### src/core/dap_pkg.sv
// Constants, mode codes and carrier types for the sleep and output port block.
// Assumes a 50 MHz aclk and a sample clock that arrives as an asynchronous pin.
// ============================================================
// Contract
// - Sleep code comes from a register field or three pins; msb pin first, high=1.
// - Code 001 tri-states only channel A buffer, 010 only B; 000 normal.
// - Code 011 tri-states both channel output buffers together.
// - Code 100 powers down both converters, reference and all buffers.
// - Global power-down keeps outputs high-Z; data valid about 15 us after exit.
// - Code 101 stands by converter A, 110 converter B; data back after 100 ns.
// - Code 111 interleaves both channels on the channel B bus.
// - Disabled buffer goes high-Z; data valid again 100 ns after re-enable.
// - Sample clock below 1 MSPS forces low power regardless of the code.
// - Twelve bits per channel plus one shared output clock synchronous to data.
// - CMOS or DDR LVDS chosen by register bit or interface select pin.
// - CMOS mode puts each bit on its own pin, one sample per clock.
// - Separate settings raise CMOS data and CMOS clock drive strength.
// - DDR LVDS pair carries two bits per clock; six pairs per channel.
// - Even bits launch at rising output clock edge, odd bits at falling.
// - Multiplexed mode only with CMOS output standard; below 65 MSPS.
// - Multiplexed mode tri-states all channel A parallel pins.
package dap_pkg;
    // ============================================================
    // Timing
    localparam int CLK_NS = 20;
    localparam int GPD_WAKE_US = 15;
    localparam int FAST_WAKE_NS = 100;
    localparam int MIN_RATE_MSPS = 1;
    localparam int GPD_WAKE_CYC = (GPD_WAKE_US * 1000 + CLK_NS - 1) / CLK_NS;
    localparam int FAST_WAKE_CYC = (FAST_WAKE_NS + CLK_NS - 1) / CLK_NS;
    // Longest allowed sample period, rounded down
    localparam int STOP_CYC = (1000 / MIN_RATE_MSPS) / CLK_NS;
    localparam int WAKE_W = 10;
    localparam logic [WAKE_W-1:0] GPD_WAKE_LD = WAKE_W'(GPD_WAKE_CYC);
    localparam logic [WAKE_W-1:0] FAST_WAKE_LD = WAKE_W'(FAST_WAKE_CYC);
    localparam logic [WAKE_W-1:0] WAKE_RESET = 10'h000;
    localparam logic [7:0] STOP_LIM = 8'(STOP_CYC);
    localparam int SAMPLE_BITS = 12;
    // ============================================================
    // Register map
    localparam logic [11:0] CTRL_OFF = 12'h000;
    localparam logic [11:0] STAT_OFF = 12'h004;
    localparam int CTRL_W = 7;
    localparam logic [CTRL_W-1:0] CTRL_RESET = 7'h00;
    localparam logic [1:0] RESP_OKAY = 2'h0;
    localparam logic [1:0] RESP_SLVERR = 2'h2;
    typedef enum logic [2:0] {
        DAP_NORMAL = 3'b000,
        DAP_OFF_A = 3'b001,
        DAP_OFF_B = 3'b010,
        DAP_OFF_AB = 3'b011,
        DAP_PWRDN = 3'b100,
        DAP_STBY_A = 3'b101,
        DAP_STBY_B = 3'b110,
        DAP_MUX = 3'b111
    } dap_mode_t;
    // Control register, bit 6 down to bit 0
    typedef struct packed {
        logic clock_drive_level;
        logic data_drive_level;
        logic lvds_sel;
        logic pin_config;
        logic [2:0] sleep_code;
    } dap_ctrl_t;
    // Everything that arrives from outside the aclk domain
    typedef struct packed {
        logic samp;
        logic mode_pin_msb;
        logic mode_pin_mid;
        logic mode_pin_lsb;
        logic interface_select_pin;
        logic [SAMPLE_BITS-1:0] a;
        logic [SAMPLE_BITS-1:0] b;
    } dap_pins_t;
endpackage

### src/core/dap_top.sv
// Sleep-mode control and CMOS / DDR LVDS output port of a dual converter.
// Assumes an AXI4-Lite master on aclk and samples that change with samp_clk_pin.
`timescale 1ns/1ps
`default_nettype none
module dap_top #(
    parameter int SAMPLE_W = 12
) (
    input wire logic aclk,
    input wire logic aresetn,
    input wire logic [11:0] s_axi_awaddr,
    input wire logic s_axi_awvalid,
    output logic s_axi_awready,
    input wire logic [31:0] s_axi_wdata,
    input wire logic [3:0] s_axi_wstrb,
    input wire logic s_axi_wvalid,
    output logic s_axi_wready,
    output logic [1:0] s_axi_bresp,
    output logic s_axi_bvalid,
    input wire logic s_axi_bready,
    input wire logic [11:0] s_axi_araddr,
    input wire logic s_axi_arvalid,
    output logic s_axi_arready,
    output logic [31:0] s_axi_rdata,
    output logic [1:0] s_axi_rresp,
    output logic s_axi_rvalid,
    input wire logic s_axi_rready,
    input wire logic samp_clk_pin,
    input wire logic mode_pin_msb,
    input wire logic mode_pin_mid,
    input wire logic mode_pin_lsb,
    input wire logic interface_select_pin,
    input wire logic [SAMPLE_W-1:0] conv_a_sample,
    input wire logic [SAMPLE_W-1:0] conv_b_sample,
    output logic [SAMPLE_W-1:0] chan_a_bus_o,
    output logic chan_a_bus_oe,
    output logic [SAMPLE_W-1:0] chan_b_bus_o,
    output logic chan_b_bus_oe,
    output logic [SAMPLE_W/2-1:0] lvds_a_o,
    output logic lvds_a_oe,
    output logic [SAMPLE_W/2-1:0] lvds_b_o,
    output logic lvds_b_oe,
    output logic output_clock_single,
    output logic output_clock_single_oe,
    output logic output_clock_pos,
    output logic output_clock_pos_oe,
    output logic data_drive_level,
    output logic clock_drive_level,
    output logic conv_a_power_en,
    output logic conv_b_power_en,
    output logic ref_power_en,
    output logic low_power
);
    localparam int PAIRS = SAMPLE_W / 2;

    // Pair mapping is fixed to the documented word width
    if (SAMPLE_W != dap_pkg::SAMPLE_BITS || SAMPLE_W % 2 != 0)
    begin : g_bad_width
        $error("SAMPLE_W must be 12");
    end

    // ============================================================
    // Input synchronisers
    dap_pkg::dap_pins_t sync1_reg, sync2_reg, pins_in;
    logic samp_d_reg;

    assign pins_in = '{samp_clk_pin, mode_pin_msb, mode_pin_mid, mode_pin_lsb,
                       interface_select_pin, conv_a_sample, conv_b_sample};

    // Two stages; only the second stage feeds logic
    always_ff @(posedge aclk)
    begin
        if (!aresetn)
        begin
            sync1_reg <= '0;
            sync2_reg <= '0;
            samp_d_reg <= 1'b0;
        end
        else
        begin
            sync1_reg <= pins_in;
            sync2_reg <= sync1_reg;
            samp_d_reg <= sync2_reg.samp;
        end
    end

    logic samp_rise, samp_fall;
    assign samp_rise = sync2_reg.samp && !samp_d_reg;
    assign samp_fall = !sync2_reg.samp && samp_d_reg;

    // ============================================================
    // Register bus slave
    dap_pkg::dap_ctrl_t ctrl_reg, ctrl_next;
    logic aw_full_reg, aw_full_next, w_full_reg, w_full_next;
    logic [11:0] aw_addr_reg, aw_addr_next;
    logic [31:0] w_data_reg, w_data_next;
    logic w_strb0_reg, w_strb0_next;
    logic bvalid_reg, bvalid_next, rvalid_reg, rvalid_next;
    logic [1:0] bresp_reg, bresp_next, rresp_reg, rresp_next;
    logic [31:0] rdata_reg, rdata_next, status_word;
    logic aw_have, w_have, do_wr;
    logic [11:0] wr_addr;
    logic [31:0] wr_data;
    logic wr_strb0;

    assign s_axi_awready = !aw_full_reg && !bvalid_reg;
    assign s_axi_wready = !w_full_reg && !bvalid_reg;
    assign s_axi_arready = !rvalid_reg;
    assign s_axi_bvalid = bvalid_reg;
    assign s_axi_bresp = bresp_reg;
    assign s_axi_rvalid = rvalid_reg;
    assign s_axi_rresp = rresp_reg;
    assign s_axi_rdata = rdata_reg;

    // Address and data may arrive in either order; each is parked until both are here
    always_comb
    begin
        aw_have = aw_full_reg || (s_axi_awvalid && s_axi_awready);
        w_have = w_full_reg || (s_axi_wvalid && s_axi_wready);
        do_wr = aw_have && w_have;
        wr_addr = aw_full_reg ? aw_addr_reg : s_axi_awaddr;
        wr_data = w_full_reg ? w_data_reg : s_axi_wdata;
        wr_strb0 = w_full_reg ? w_strb0_reg : s_axi_wstrb[0];
        aw_full_next = aw_have && !do_wr;
        w_full_next = w_have && !do_wr;
        aw_addr_next = aw_full_reg ? aw_addr_reg : s_axi_awaddr;
        w_data_next = w_full_reg ? w_data_reg : s_axi_wdata;
        w_strb0_next = w_full_reg ? w_strb0_reg : s_axi_wstrb[0];
        ctrl_next = ctrl_reg;
        bvalid_next = bvalid_reg && !s_axi_bready;
        bresp_next = bresp_reg;
        if (do_wr)
        begin
            bvalid_next = 1'b1;
            bresp_next = dap_pkg::RESP_OKAY;
            if (wr_addr[11:2] == dap_pkg::CTRL_OFF[11:2])
            begin
                if (wr_strb0)
                    ctrl_next = wr_data[dap_pkg::CTRL_W-1:0];
            end
            else if (wr_addr[11:2] != dap_pkg::STAT_OFF[11:2])
                bresp_next = dap_pkg::RESP_SLVERR;
        end
        rvalid_next = rvalid_reg && !s_axi_rready;
        rdata_next = rdata_reg;
        rresp_next = rresp_reg;
        if (s_axi_arvalid && s_axi_arready)
        begin
            rvalid_next = 1'b1;
            rresp_next = dap_pkg::RESP_OKAY;
            if (s_axi_araddr[11:2] == dap_pkg::CTRL_OFF[11:2])
                rdata_next = {25'h0, ctrl_reg};
            else if (s_axi_araddr[11:2] == dap_pkg::STAT_OFF[11:2])
                rdata_next = status_word;
            else
            begin
                rdata_next = 32'h00000000;
                rresp_next = dap_pkg::RESP_SLVERR;
            end
        end
    end

    // Bus state registers
    always_ff @(posedge aclk)
    begin
        if (!aresetn)
        begin
            ctrl_reg <= dap_pkg::CTRL_RESET;
            aw_full_reg <= 1'b0;
            w_full_reg <= 1'b0;
            aw_addr_reg <= 12'h000;
            w_data_reg <= 32'h00000000;
            w_strb0_reg <= 1'b0;
            bvalid_reg <= 1'b0;
            bresp_reg <= 2'h0;
            rvalid_reg <= 1'b0;
            rresp_reg <= 2'h0;
            rdata_reg <= 32'h00000000;
        end
        else
        begin
            ctrl_reg <= ctrl_next;
            aw_full_reg <= aw_full_next;
            w_full_reg <= w_full_next;
            aw_addr_reg <= aw_addr_next;
            w_data_reg <= w_data_next;
            w_strb0_reg <= w_strb0_next;
            bvalid_reg <= bvalid_next;
            bresp_reg <= bresp_next;
            rvalid_reg <= rvalid_next;
            rresp_reg <= rresp_next;
            rdata_reg <= rdata_next;
        end
    end

    // ============================================================
    // Mode decode and power control
    dap_pkg::dap_mode_t mode;
    logic lvds_on, mux_on, clk_stopped, gpd;
    logic [7:0] stop_cnt_reg, stop_cnt_next;
    logic [1:0] conv_on, buf_on, chan_valid;
    logic [dap_pkg::WAKE_W-1:0] wake_reg [2];
    logic [dap_pkg::WAKE_W-1:0] wake_next [2];

    // Pin source puts the msb pin on bit 2
    assign mode = dap_pkg::dap_mode_t'(ctrl_reg.pin_config ?
        {sync2_reg.mode_pin_msb, sync2_reg.mode_pin_mid, sync2_reg.mode_pin_lsb} :
        ctrl_reg.sleep_code);
    assign lvds_on = ctrl_reg.pin_config ? sync2_reg.interface_select_pin
                                         : ctrl_reg.lvds_sel;
    // Mux code under LVDS falls back to both channels active
    assign mux_on = (mode == dap_pkg::DAP_MUX) && !lvds_on;
    assign clk_stopped = stop_cnt_reg >= dap_pkg::STOP_LIM;
    assign gpd = (mode == dap_pkg::DAP_PWRDN) || clk_stopped;

    // Power and buffer enables per mode, wake timers count from enable
    always_comb
    begin
        stop_cnt_next = samp_rise ? 8'h00 :
            (clk_stopped ? stop_cnt_reg : stop_cnt_reg + 8'h01);
        conv_on[0] = !gpd && (mode != dap_pkg::DAP_STBY_A);
        conv_on[1] = !gpd && (mode != dap_pkg::DAP_STBY_B);
        buf_on[0] = conv_on[0] && mode != dap_pkg::DAP_OFF_A
            && mode != dap_pkg::DAP_OFF_AB && !mux_on;
        buf_on[1] = conv_on[1] && mode != dap_pkg::DAP_OFF_B
            && mode != dap_pkg::DAP_OFF_AB;
        for (int c = 0; c < 2; c++)
        begin
            if (gpd)
                wake_next[c] = dap_pkg::GPD_WAKE_LD;
            else if (!buf_on[c])
                wake_next[c] = (wake_reg[c] > dap_pkg::FAST_WAKE_LD) ?
                    wake_reg[c] : dap_pkg::FAST_WAKE_LD;
            else if (wake_reg[c] != '0)
                wake_next[c] = wake_reg[c] - 1'b1;
            else
                wake_next[c] = wake_reg[c];
            chan_valid[c] = buf_on[c] && (wake_reg[c] == '0);
        end
    end

    // Power state registers
    always_ff @(posedge aclk)
    begin
        if (!aresetn)
        begin
            stop_cnt_reg <= 8'h00;
            wake_reg[0] <= dap_pkg::WAKE_RESET;
            wake_reg[1] <= dap_pkg::WAKE_RESET;
        end
        else
        begin
            stop_cnt_reg <= stop_cnt_next;
            wake_reg[0] <= wake_next[0];
            wake_reg[1] <= wake_next[1];
        end
    end

    assign conv_a_power_en = conv_on[0];
    assign conv_b_power_en = conv_on[1];
    assign ref_power_en = !gpd;
    assign low_power = clk_stopped;
    assign data_drive_level = ctrl_reg.data_drive_level;
    assign clock_drive_level = ctrl_reg.clock_drive_level;
    assign status_word = {25'h0, lvds_on, chan_valid, clk_stopped, mode};

    // ============================================================
    // Output data path
    logic [SAMPLE_W-1:0] cap_a_reg, cap_a_next, cap_b_reg, cap_b_next;
    logic [SAMPLE_W-1:0] a_out_reg, a_out_next, b_out_reg, b_out_next;
    logic [PAIRS-1:0] la_reg, la_next, lb_reg, lb_next;
    logic [PAIRS-1:0] even_a, odd_a, even_b, odd_b;
    logic clk_out_reg;

    // Pair k: bit 2k then bit 2k+1
    for (genvar k = 0; k < PAIRS; k++)
    begin : g_pair
        assign even_a[k] = sync2_reg.a[2*k];
        assign even_b[k] = sync2_reg.b[2*k];
        assign odd_a[k] = cap_a_reg[2*k+1];
        assign odd_b[k] = cap_b_reg[2*k+1];
    end

    // New word on sample rise; odd LVDS phase and mux B half on fall
    always_comb
    begin
        cap_a_next = cap_a_reg;
        cap_b_next = cap_b_reg;
        a_out_next = a_out_reg;
        b_out_next = b_out_reg;
        la_next = la_reg;
        lb_next = lb_reg;
        if (samp_rise)
        begin
            cap_a_next = sync2_reg.a;
            cap_b_next = sync2_reg.b;
            a_out_next = sync2_reg.a;
            b_out_next = mux_on ? sync2_reg.a : sync2_reg.b;
            la_next = even_a;
            lb_next = even_b;
        end
        else if (samp_fall)
        begin
            if (mux_on)
                b_out_next = cap_b_reg;
            la_next = odd_a;
            lb_next = odd_b;
        end
    end

    // Clock out lags data by one cycle so data settles before its edge
    always_ff @(posedge aclk)
    begin
        if (!aresetn)
        begin
            cap_a_reg <= '0;
            cap_b_reg <= '0;
            a_out_reg <= '0;
            b_out_reg <= '0;
            la_reg <= '0;
            lb_reg <= '0;
            clk_out_reg <= 1'b0;
        end
        else
        begin
            cap_a_reg <= cap_a_next;
            cap_b_reg <= cap_b_next;
            a_out_reg <= a_out_next;
            b_out_reg <= b_out_next;
            la_reg <= la_next;
            lb_reg <= lb_next;
            clk_out_reg <= samp_d_reg;
        end
    end

    assign chan_a_bus_o = a_out_reg;
    assign chan_b_bus_o = b_out_reg;
    assign lvds_a_o = la_reg;
    assign lvds_b_o = lb_reg;
    assign output_clock_single = clk_out_reg;
    assign output_clock_pos = clk_out_reg;
    // Buffers drive only once their wake time is over
    assign chan_a_bus_oe = chan_valid[0] && !lvds_on;
    assign chan_b_bus_oe = chan_valid[1] && !lvds_on;
    assign lvds_a_oe = chan_valid[0] && lvds_on;
    assign lvds_b_oe = chan_valid[1] && lvds_on;
    assign output_clock_single_oe = (|chan_valid) && !lvds_on;
    assign output_clock_pos_oe = (|chan_valid) && lvds_on;
endmodule
`default_nettype wire

### config.mk
export PLATFORM = sky130hd
export DESIGN_NAME = dap_top
export DESIGN_NICKNAME = d
export VERILOG_FILES = /design/src/core/dap_pkg.sv /design/src/core/dap_top.sv
export SDC_FILE = /design/constraint.sdc
export NUM_CORES = 1
export LEC_CHECK = 0
export ABC_AREA = 1
export CAP_MARGIN = 20
export CORE_MARGIN = 5
export CORE_UTILIZATION = 40
export CTS_BUF_LIST = sky130_fd_sc_hd__clkbuf_8
export DETAILED_ROUTE_END_ITERATION = 10
export DONT_BUFFER_PORTS = 1
export PLACE_DENSITY_LB_ADDON = 0.3
export RECOVER_POWER = 50
export SYNTH_ARGS = -nofsm -noshare
export SYNTH_HDL_FRONTEND = slang
export SYNTH_SLANG_ARGS = --single-unit
### constraint.sdc
create_clock -name aclk -period 2.2 [get_ports aclk]
set_input_delay 0.44 -clock aclk [delete_from_list [all_inputs] [get_ports aclk]]
set_output_delay 0.44 -clock aclk [all_outputs]
set_load 0.05 [all_outputs]
# --- Yosys cells after proc, flatten, opt, wreduce, memory -nomap -nowiden ---
# Memory sizes are Yosys's and may differ from the RTL's.
# Index checks and enable logic that the tools add are counted.
totals:
  memories: 1
  mem_bits_rw: 20
  output_inout_bits: 91
  elab_cells: 145
  inputBits: 96
  regBits: 183
memory_table:
  columns: ["memory", "words", "word_bits", "read_ports", "rd_clocked_by_memory_dff", "write_ports", "line_no", "rtl"]
  rows:
  - ["wake_reg", 2, 10, 2, 0, 2, "dap_top.sv:201", "logic [dap_pkg::WAKE_W-1:0] wake_reg [2];"]
op_classes:
  bitwise: 3
  n_eq_ne: 9
  reduce_logical: 55
  order_cmp: 3
  add_sub_neg: 3
  n_mux: 33
ops:
  columns: ["cell", "n"]
  rows:
  - ["2-to-1 mux 10 bit", 10]
  - ["2-to-1 mux 12 bit", 5]
  - ["zero test 10 bit", 4]
  - ["logical AND 1 bit", 28]
  - ["2-to-1 mux 6 bit", 4]
  - ["2-to-1 mux 7 bit", 3]
  - ["> comparator 10 x 3 -> 1 bit, second input constant", 2]
  - ["nonzero test 10 bit", 2]
  - ["subtractor 10 x 1 -> 10 bit, second input constant", 2]
  - ["zero test 1 bit", 12]
  - ["== test 10 x 1 -> 1 bit, second input constant", 1]
  - ["!= test 10 x 1 -> 1 bit, second input constant", 1]
  - ["adder 8 x 1 -> 8 bit, second input constant", 1]
  - ["greater-or-equal comparator 8 x 6 -> 1 bit, second input constant", 1]
  - ["2-to-1 mux 2 bit", 4]
  - ["== test 3 bit, second input constant", 2]
  - ["2-to-1 mux 1 bit", 6]
  - ["!= test 3 x 2 -> 1 bit, second input constant", 2]
  - ["!= test 3 bit, second input constant", 2]
  - ["nonzero test 2 bit", 2]
  - ["OR reduction 2 bit", 2]
  - ["logical OR 1 bit", 3]
  - ["2-to-1 mux 3 bit", 1]
  - ["!= test 3 x 1 -> 1 bit, second input constant", 1]
  - ["4 further kinds", 5]

# --- Longest topological paths before layout ---
# Gate-level depths: netlist of the first run.
logic_depth:
  ltp_word: 11
  ltp_mapped: 13
  ltp_nobuf: 12

# --- Worst setup path before layout of the first run ---
# Ideal clock, no wire load.
synth_path:
  kind: "reg-to-output"
  from: "register stop_cnt_reg[0]"
  to: "output output_clock_pos_oe"
  arrival_time_ns: 2.280
  stages_incl_launch_ff: 11
  slack_ns: -0.520
  required_time_ns: 1.760
  path_buffers: 1
  path_cell_list: "dfxtp_1 -> inv_1 -> ha_1 -> nor2_1 -> nand2_1 -> nand2_1 -> nand2_4 -> nor2_8 -> buf_6 -> nand3_2 -> a21oi_1"
synth_between:
  elab_chain_len: 10
  word_cells_on_any_way: 14
  cone_classes: "order compare: 1; reduce/logical: 13"
synth_lines:
  columns: ["element", "line_no", "rtl"]
  rows:
  - ["start: declaration", "dap_top.sv:199", "logic [7:0] stop_cnt_reg, stop_cnt_next;"]
  - ["start signal: assignment", "dap_top.sv:252", "stop_cnt_reg <= stop_cnt_next;"]
  - ["greater-or-equal comparator 8 x 6 -> 1 bit *", "dap_top.sv:212", "assign clk_stopped = stop_cnt_reg >= dap_pkg::STOP_LIM;"]
  - ["net low_power", "dap_top.sv:51", "output logic low_power"]
  - ["logical OR 1 bit *", "dap_top.sv:213", "assign gpd = (mode == dap_pkg::DAP_PWRDN) || clk_stopped;"]
  - ["zero test 1 bit *", "dap_top.sv:220, dap_top.sv:221", null]
  - ["logical AND 1 bit", "dap_top.sv:220", "conv_on[0] = !gpd && (mode != dap_pkg::DAP_STBY_A);"]
  - ["logical AND 1 bit", "dap_top.sv:222", "buf_on[0] = conv_on[0] && mode != dap_pkg::DAP_OFF_A"]
  - ["logical AND 1 bit (2 in series)", "dap_top.sv:223", "&& mode != dap_pkg::DAP_OFF_AB && !mux_on;"]
  - ["logical AND 1 bit", "dap_top.sv:237", "chan_valid[c] = buf_on[c] && (wake_reg[c] == '0);"]
  - ["OR reduction 2 bit *", "dap_top.sv:347", "assign output_clock_pos_oe = (|chan_valid) && lvds_on;"]
  - ["logical AND 1 bit *", "dap_top.sv:347", null]
  - ["end: declaration", "dap_top.sv:45", "output logic output_clock_pos_oe,"]
# Mark *: on every way through the listed nets, which the timed path passes. The rest lies on a longest branch.

# --- Final worst setup path of the first run ---
layout_path:
  from: "register stop_cnt_reg[1]"
  to: "output output_clock_single_oe"
layout_between:
  elab_chain_len: 10
  word_cells_on_any_way: 14
  cone_classes: "order compare: 1; reduce/logical: 13"
layout_lines:
  columns: ["element", "line_no", "rtl"]
  rows:
  - ["greater-or-equal comparator 8 x 6 -> 1 bit *", "dap_top.sv:212", null]
  - ["logical OR 1 bit *", "dap_top.sv:213", null]
  - ["zero test 1 bit *", "dap_top.sv:220, dap_top.sv:221", null]
  - ["logical AND 1 bit", "dap_top.sv:220", null]
  - ["logical AND 1 bit", "dap_top.sv:222", null]
  - ["logical AND 1 bit (2 in series)", "dap_top.sv:223", null]
  - ["logical AND 1 bit", "dap_top.sv:237", null]
  - ["OR reduction 2 bit *", "dap_top.sv:346", "assign output_clock_single_oe = (|chan_valid) && !lvds_on;"]
  - ["logical AND 1 bit *", "dap_top.sv:346", null]
  - ["end: declaration", "dap_top.sv:43", "output logic output_clock_single_oe,"]
# Every way passes the cells marked *; elsewhere a longest branch is shown, timed or not.

==> flow_summary.json, run 1 <==
{
  "status": "complete, but fails checks",
  "violations": "setup timing",
  "ys_seq_area_share_pct": 45.9,
  "reg2reg_to": "chan_b_bus_o[8]",
  "clockBufferDepth": 2,
  "p_per_area_nw_per_um2": 972,
  "fin_nets": 1134,
  "antenna_found_initial": 0,
  "synth_area_leader_cell": "dfxtp_1",
  "total_leakage_power_nw": 4.06,
  "rsz0062_at_grt": "true",
  "yosysUniqueCellTypes": 46,
  "peakVddDrop_mv": 0.418,
  "cap_viol_max_count": 0,
  "cts_made_buffers": 17,
  "viasPerCell": 4.58,
  "grt_max_degree": 112,
  "clock.fmax_ghz": 0.412,
  "reg2regPathDepth": 6,
  "vias": 5859,
  "place_congestion": 0.837,
  "layout_setup_ws_ns": -0.226,
  "hold_path_class": "in -> reg",
  "hold_viol_final": 0,
  "ant_nets": 0,
  "critPathArrivalTime_ns": 1.99,
  "hpwlAfterDp_mm": 11.9,
  "worstPathRequired_ns": 1.76,
  "layout_common_cells": "nand2_1, dfxtp_1, nor2_1, inv_1, o21ai_0",
  "ios": 187,
  "grt_pass1_wl_mm": 27.9,
  "end_kind": "primary output",
  "critical_path.startpoint_type": "flip-flop",
  "dpl_worst_slack_ns": 0.176,
  "clock-sinks": 174,
  "port_buffers": 0,
  "cts.reportedPaths.clkPinSlew_ns": 0.11,
  "largest_reg_flops": 29,
  "hold_buffers": 0,
  "final_common_cell": "nand2_1",
  "grt-ovfl-total": 0,
  "rrSetupSlack_ns": 0,
  "ys.warnings.count": 0,
  "drive_gt1_share_pct": 13.4,
  "r2r-start": "sync2_reg[28]",
  "period_needed_ns": 2.43,
  "crit_path_max_fanout": 5,
  "dieArea_um2": 21800,
  "holdWs_ns": 0.0568,
  "cts_root_buffer": "clkbuf_8",
  "rows": 50,
  "core_area_um2": 18700,
  "grt_usage_pct": 15.7,
  "fin_crit_sh_pct": 110,
  "slew_headroom_pct": 17.8,
  "crit_start": "stop_cnt_reg[1]",
  "crit_type": "reg -> out",
  "synthCells": 1009,
  "cts_tree": "done",
  "grt_pass1_vias": 5626,
  "area_growth_pct": 12.3,
  "worstSetupEndpoint": "output_clock_single_oe",
  "first_iter_violations": 294,
  "total_power_mw": 8.29,
  "synthTopCellsByArea": "dfxtp_1, nand2_1, nor2_1",
  "die_x_um": 148,
  "setup_viol": 10,
  "tightest_slew_ns": 1.23,
  "worstSkewPairLatency_ns": 0.47,
  "syn_area_um2": 7590,
  "chipHeight_um": 148,
  "ys_ff_latch": 174,
  "routed_wl_mm": 16.9,
  "antennaDiodeCount": 0,
  "skew_ns": 0.0144,
  "syn_area_per_cell_um2": 7.52,
  "dr.pass1.iters": 4,
  "slew_viol_final": 0,
  "htreeDepth": 4,
  "initial_core_util_pct": 40.6,
  "drc": 0,
  "synth_top_area_share_pct": 45.9,
  "wl_per_cell_um": 13.2
}
cell usage after synthesis, drive strengths merged:
cell type  count
a21oi         50
a31oi          4
and2           2
and3           1
buf           44
clkbuf        19
clkinv         1
conb           1
dfxtp        174
ha             7
inv          138
mux2i         10
nand2        245
nand3         49
nand3b         1
nand4         12
nor2         152
nor3           6
nor3b          2
o211ai        11
o21a           3
o21ai         57
or2            9
xnor2          2
xor2           9
worst min path at each step:
stage | startpoint | to | depth (start not counted)
after floorplan | sync1_reg[12] | even_a[0] | 2
after global placement | sync1_reg[19] | sync2_reg[19] | 2
after detailed placement | sync1_reg[23] | sync2_reg[23] | 2
after CTS | conv_a_sample[7] | sync1_reg[19] | 2
after global routing | conv_a_sample[3] | sync1_reg[15] | 2
final | conv_a_sample[7] | sync1_reg[19] | 2
stage by stage:
| stage | util [%] | instance area [um2] | TNS, ns | cells |
|---|---|---|---|---|
| after floorplan | - | 7750 | -0.257 | 1035 |
| after global placement | 42.4 | 7920 | 0 | 1235 |
| after detailed placement | 42.4 | 7920 | 0 | 1235 |
| after CTS | 45.3 | 8470 | -1.55 | 1275 |
| after global routing | 45.6 | 8520 | -4.54 | 1278 |
| final | 45.6 | 8520 | -1.22 | 1278 |
where the power goes:
group | total (mW) | internal, mW | switching [mW]
registers | 3.73 | 3.41 | 0.314
logic | 2.28 | 0.872 | 1.41
clock network | 2.27 | 0.893 | 1.38
cells by family after synthesis:
logic type / after synthesis / synth area share, %
xor gates and xnor gates: 11 / 1.27
muxes: 10 / 1.32
other: 1 / 0.0494
buffers and inverters: 202 / 12.2
DFF: 174 / 45.9
AOI/OAI and AO/OA: 125 / 9.26
adders and majority gates: 7 / 1.15
and+or+nand+nor: 479 / 28.8
what timing repair did:
| item | 4_1_cts | 5_1_grt |
|---|---|---|
| pin swaps | 10 | 8 |
| endpoints found under the setup margin | 9 | 13 |
| setup buffers | 8 | 3 |
| gates resized for setup | 20 | 11 |
worst max-delay path, stage by stage, from the launching register on:
cell and delay (ns):
dfxtp_4 0.39, ha_4 0.16, nor2_4 0.10, nand2_2 0.06, nand2_4 0.12, nand3_4 0.10, nor2_4 0.14, nand2_4 0.12
a21oi_4 0.19, buf_12 0.15
metal layers:
layer | vias to the layer above | track usage (%) | share of wire (%)
li1 | 3123 | - | -
met1 | 2597 | 20.6 | 49
met2 | 125 | 25.2 | 45
met3 | 14 | 4.32 | 5.3
met4 | 0 | 4.75 | 1.1
met5 | - | 0 | 0
area by class of cell:
| cell class | count | area (um2) |
|---|---|---|
| fill | 1851 | 10200 |
| sequential | 174 | 3490 |
| multi-input combinational | 659 | 3410 |
| inverter | 139 | 528 |
| timing repair buffer | 40 | 387 |
| tap | 234 | 293 |
| clock buffer | 17 | 234 |
| clock inverter | 15 | 184 |
Note: power is estimated with default switching activity, not from simulation.
==> inputs of run 2 (changes only) <==
Settings changed: PLACE_DENSITY_LB_ADDON 0.3 to default.
==> run 2 against run 1 <==
  * The run still ends with setup timing left
  * Via count is 0.84% higher
  * Critical path depth is the same
  * Count of clock-buffer cells in the layout did not move
  * Worst setup slack got worse by 0.038 ns
  * Critical path type unchanged
  * Largest cell class unchanged
  * Largest power group unchanged
  * Highest routed layer unchanged
==> flow_summary.json, run 2 (synthesized netlist as in run 1, its figures left out) <==
{
  "status": "complete, but fails checks",
  "violations": "setup timing",
  "critPathArrivalTime_ns": 2.02,
  "area_growth_pct": 13.3,
  "clockBufferDepth": 2,
  "first_iter_violations": 367,
  "grt-ovfl-total": 0,
  "vias": 5908,
  "dieArea_um2": 21800,
  "antenna_found_initial": 0,
  "die_x_um": 148,
  "crit_type": "reg -> out",
  "peakVddDrop_mv": 0.427,
  "grt_pass1_vias": 5613,
  "layout_setup_ws_ns": -0.264,
  "crit_path_max_fanout": 5,
  "path_cells": "ha_4, nor2_4, nand2_2, nand2_4, nand2_8, nor2_8, nand3_4, a21oi_4, buf_12",
  "seq_power_share_pct": 43.8,
  "hold_buffers": 0,
  "cap_viol_max_count": 0,
  "htreeDepth": 4,
  "final_common_cell": "nand2_1",
  "largest_reg_flops": 29,
  "chipHeight_um": 148,
  "slew_viol_final": 0,
  "dr.pass1.iters": 5,
  "ios": 187,
  "skew_ns": 0.0176,
  "core_area_um2": 18700,
  "rsz0062_at_grt": "true",
  "grt_max_degree": 112,
  "netSwitchingPower_mw": 3.25,
  "fin_crit_sh_pct": 112,
  "final_util_pct": 46.0,
  "setup_viol": 9,
  "clock.fmax_ghz": 0.406,
  "rows": 50,
  "fin_nets": 1142,
  "period_needed_ns": 2.46,
  "slowest_stage": "dfxtp_2",
  "pwr-share-comb_pct": 27.6,
  "routed_wl_mm": 17.1,
  "internal_power_mw": 5.27,
  "dpl_worst_slack_ns": 0.180,
  "layout_common_cells": "nand2_1, dfxtp_1, nor2_1, inv_1, o21ai_0",
  "drive_gt1_share_pct": 14.1,
  "tightest_slew_ns": 0.668,
  "total_leakage_power_nw": 4.10,
  "grt_usage_pct": 15.9,
  "drc": 0,
  "p_clk_share_pct": 28.6,
  "cts.reportedPaths.clkPinSlew_ns": 0.12,
  "grt_pass1_wl_mm": 28.1,
  "p_per_area_nw_per_um2": 990,
  "wl_per_cell_um": 13.3,
  "initial_core_util_pct": 40.6,
  "hold_viol_final": 0,
  "slew_headroom_pct": 55.5,
  "switching_share_pct": 38.2,
  "worst_path_largest_cell_delay_ns": 0.38,
  "port_buffers": 0,
  "cts_root_buffer": "clkbuf_8",
  "cts_tree": "done",
  "hpwlAfterDp_mm": 11.9,
  "worstSkewPairLatency_ns": 0.47,
  "place_congestion": 0.823,
  "total_power_mw": 8.52,
  "critical_path.startpoint_type": "flip-flop",
  "cts_made_buffers": 17,
  "end_kind": "primary output",
  "antennaDiodeCount": 0,
  "worstPathRequired_ns": 1.76,
  "ant_nets": 0,
  "hold_path_class": "in -> reg",
  "clock-sinks": 174,
  "viasPerCell": 4.59
}
==> run 2: cell count changes in the layout (fill, tap and decap cells not counted), moves of 2 or more <==
cell | before | now
buf_4 | 23 | 31
inv_8 | 9 | 2
inv_12 | 1 | 5
inv_6 | 0 | 3
clkbuf_2 | 0 | 2
clkinv_4 | 2 | 0
nand2_1 | 227 | 225
o21ai_0 | 53 | 55
o21ai_2 | 2 | 0
or2_0 | 3 | 1
or2_1 | 2 | 4
==> run 2: final timing paths <==
kind                            slack [ns]              from  depth (start not counted)                   to
worst max register to register        0.18   stop_cnt_reg[1]                         14       wake_reg[0][7]
worst min register to register        0.41     sync1_reg[28]                          2        sync2_reg[28]
worst max-delay path                 -0.26   stop_cnt_reg[1]                          9  output_clock_pos_oe
worst min-delay path                  0.05  conv_a_sample[3]                          2        sync1_reg[15]
==> run 2: metrics by stage <==
step                setup TNS, ns  hold slack (ns)  area, um2  cells
global route                -2.22           0.0261       8600   1286
detailed placement              0            0.398       7940   1239
floorplan                  -0.257            0.390       7750   1035
global placement                0            0.396       7940   1239
CTS                         -1.67           0.0170       8520   1279
finish                      -1.43           0.0526       8600   1286
==> run 2: metal layers <==
metal | vias to the layer above | part of all wire (%) | track usage [%]
li1 | 3138 | - | -
met1 | 2613 | 48 | 21.3
met2 | 137 | 44 | 24.7
met3 | 20 | 6.6 | 4.54
met4 | 0 | 1.6 | 5.59
met5 | - | 0 | 0
==> run 2: power by group through the flow <==
stage          Clock [mW]  Combinational [mW]  Sequential, mW
2_1_floorplan           0                1.85            3.75
3_3_place_gp            0                2.21            3.80
3_5_place_dp            0                2.24            3.80
4_1_cts              2.53                2.31            3.73
5_1_grt              2.64                2.70            3.77
6_report             2.44                2.36            3.73
==> run 2: critical path: cells and delay by family (launching register included) <==
family	cells	cell delay, ns
AOI/OAI and AO/OA	1	0.21
adders and majority gates	1	0.17
buffers and inverters	1	0.15
DFF	1	0.38
and+or+nand+nor	6	0.63
==> run 2: final cells by class <==
| cell class | count | area, um2 |
|---|---|---|
| Multi-Input combinational cell | 659 | 3420 |
| Clock inverter | 15 | 215 |
| Clock buffer | 17 | 234 |
| Inverter | 139 | 524 |
| Sequential cell | 174 | 3490 |
| Tap cell | 234 | 293 |
| Timing Repair Buffer | 48 | 429 |
| Fill cell | 1882 | 10100 |
==> run 2: repair_timing <==
action,4_1_cts,5_1_grt
gates cloned,0,0
pin swaps,7,9
gates resized for setup,16,16
buffers inserted,8,7
setup endpoints to repair,9,10
==> inputs of run 3 (changes only) <==
Settings changed: REMOVE_ABC_BUFFERS from default to 1.
==> run 3 against run 2 <==
  * The run still ends with setup timing left
  * Global-route usage decreased by 0.87 points
  * Wire length is 2.7% lower
  * Total power is 2.9% lower
  * First-iteration DRC count shrank 46%
  * Cell area decreased by 1.4%
  * Clock power fell by 6%
  * Count of clock-buffer cells in the layout unchanged
  * Die area did not move
  * Sequential share of layout area is 0.58 points higher
  * Critical path depth up 1
  * Cell count down 0.39%
  * Core utilization down 0.63 points
  * Largest cell class unchanged
  * Largest power group unchanged
==> flow_summary.json, run 3 (synthesized netlist as in run 1, its figures left out) <==
{
  "worstSkewPairLatency_ns": 0.46,
  "dr.pass1.iters": 4,
  "cap_viol_max_count": 0,
  "critPathArrivalTime_ns": 1.91,
  "crit_path_max_fanout": 5,
  "min_to": "sync1_reg[8]",
  "grt-ovfl-total": 0,
  "rrSetupSlack_ns": 0.29,
  "clock-sinks": 174,
  "vias": 5928,
  "violations": "setup timing",
  "total_power_mw": 8.27,
  "clock.fmax_ghz": 0.425,
  "cts.reportedPaths.clkPinSlew_ns": 0.10,
  "dieArea_um2": 21800,
  "largest_reg_flops": 29,
  "rsz0062_at_grt": "true",
  "area_growth_pct": 11.8,
  "grtUsageMet1_pct": 19.0,
  "initial_core_util_pct": 40.6,
  "place_area_um2": 7830,
  "routed_wl_mm": 16.7,
  "skew_ns": 0.0143,
  "fin_crit_sh_pct": 107,
  "p_per_area_nw_per_um2": 975,
  "viasPerCell": 4.63,
  "slowest_stage": "dfxtp_2",
  "ant_nets": 0,
  "wl_per_cell_um": 13.0,
  "drc": 0,
  "chipHeight_um": 148,
  "worst_path_largest_cell_delay_ns": 0.35,
  "cts_root_buffer": "clkbuf_8",
  "hold_path_class": "in -> reg",
  "reg2regPathDepth": 14,
  "ios": 187,
  "grt_pass1_vias": 5402,
  "drive_gt1_share_pct": 13.7,
  "worstHoldStart": "conv_b_sample[8]",
  "path_cells": "inv_2, ha_4, nor2_2, nand2_1, nand2_2, nand3_4, nor2_4, nand2_4, a21oi_2, buf_6",
  "place_congestion": 0.806,
  "r2r-start": "stop_cnt_reg[0]",
  "total_leakage_power_nw": 4.07,
  "end_kind": "primary output",
  "fin_nets": 1137,
  "slew_headroom_pct": 54.8,
  "crit_type": "reg -> out",
  "antenna_found_initial": 0,
  "htreeDepth": 4,
  "rows": 50,
  "grt_max_degree": 112,
  "die_x_um": 148,
  "hold_depth": 2,
  "clockBufferDepth": 2,
  "cts_made_buffers": 17,
  "use_met2_pct": 24.9,
  "grt_pass1_wl_mm": 26.6,
  "peakVddDrop_mv": 0.396,
  "port_buffers": 0,
  "critical_path.startpoint_type": "flip-flop",
  "layout_common_cells": "nand2_1, dfxtp_1, nor2_1, inv_1, o21ai_0",
  "slew_viol_final": 0,
  "postLayoutCellArea_um2": 8490,
  "cts_tree": "done",
  "grt_util_met3_pct": 4.41,
  "reg2reg_to": "wake_reg[0][5]",
  "hpwlAfterDp_mm": 11.3,
  "status": "complete, but fails checks",
  "nFillCells": 1851,
  "hold_viol_final": 0,
  "final_common_cell": "nand2_1",
  "first_iter_violations": 199,
  "period_needed_ns": 2.35,
  "tightest_slew_ns": 0.678,
  "antennaDiodeCount": 0,
  "grt_busiest_layer": "met2",
  "worstPathRequired_ns": 1.76,
  "layout_setup_ws_ns": -0.155,
  "core_area_um2": 18700,
  "setup_viol": 8,
  "grt_usage_pct": 15.0
}
## run 3: cell types whose count changed in the layout (fill, tap and decap cells not counted), sizes merged
cell / delta
bufbuf: +2
inv: -4
clkinv: +2
clkinvlp: +1
clkbuf: +1
buf: -8
bufinv: +1
## run 3: worst max-delay path by stage
stage	start	endpoint	slack (ns)	cells past startpoint
5_1_grt	stop_cnt_reg[0]	output_clock_pos_oe	-0.28	10
3_3_place_gp	stop_cnt_reg[0]	output_clock_pos_oe	0.12	10
6_report	stop_cnt_reg[0]	output_clock_pos_oe	-0.15	10
2_1_floorplan	stop_cnt_reg[0]	output_clock_pos_oe	-0.69	9
4_1_cts	stop_cnt_reg[0]	output_clock_pos_oe	-0.22	10
3_5_place_dp	stop_cnt_reg[0]	output_clock_pos_oe	0.1	10
## run 3: metal layers
| metal | wire length (um) | vias up |
|---|---|---|
| li1 | - | 3128 |
| met1 | 7600 | 2667 |
| met2 | 7950 | 120 |
| met5 | 0 | - |
| met4 | 184 | 0 |
| met3 | 922 | 13 |
## run 3: per-stage QoR
step | setup slack [ns] | utilization (%) | TNS [ns] | instances | hold slack [ns]
2_1_floorplan | -0.691 | - | -2.91 | 972 | 0.390
3_3_place_gp | 0.125 | 41.9 | 0 | 1238 | 0.394
3_5_place_dp | 0.0984 | 41.9 | 0 | 1238 | 0.397
4_1_cts | -0.219 | 45.0 | -1.45 | 1276 | 0.0280
5_1_grt | -0.280 | 45.4 | -1.84 | 1281 | 0.0189
6_report | -0.155 | 45.4 | -0.832 | 1281 | 0.0648
## run 3: final cells by class
class | count | area (um2) | share of cell area, %
flip-flops and latches | 174 | 3490 | 41.1
repair buffers | 43 | 393 | 4.63
clock buffers | 17 | 234 | 2.76
inverters | 139 | 524 | 6.18
clock inverters | 15 | 193 | 2.27
well taps | 234 | 293 | 3.45
multi-input cells | 659 | 3360 | 39.6
## run 3: timing repair
action                                  4_1_cts  5_1_grt
buffers inserted                              4        5
endpoints found under the setup margin       10        9
resized for setup                            19       17
cloned                                        2        0
pin swaps                                     7       11
hold buffers                                  0        0
## run 3: report_power, final
group          switching, mW  total (mW)  internal [mW]
logic                   1.41        2.25          0.835
clock network           1.32        2.30          0.974
registers              0.316        3.73           3.41
## run 3: worst max-delay path: cells and delay by family (launching register included)
| kind | cells | cell delay [ns] |
|---|---|---|
| adder cells (fa/ha/maj) | 1 | 0.15 |
| buffers and inverters | 2 | 0.22 |
| flip-flops | 1 | 0.35 |
| AO/OA/AOI/OAI | 1 | 0.17 |
| AND/OR/NAND/NOR | 6 | 0.57 |
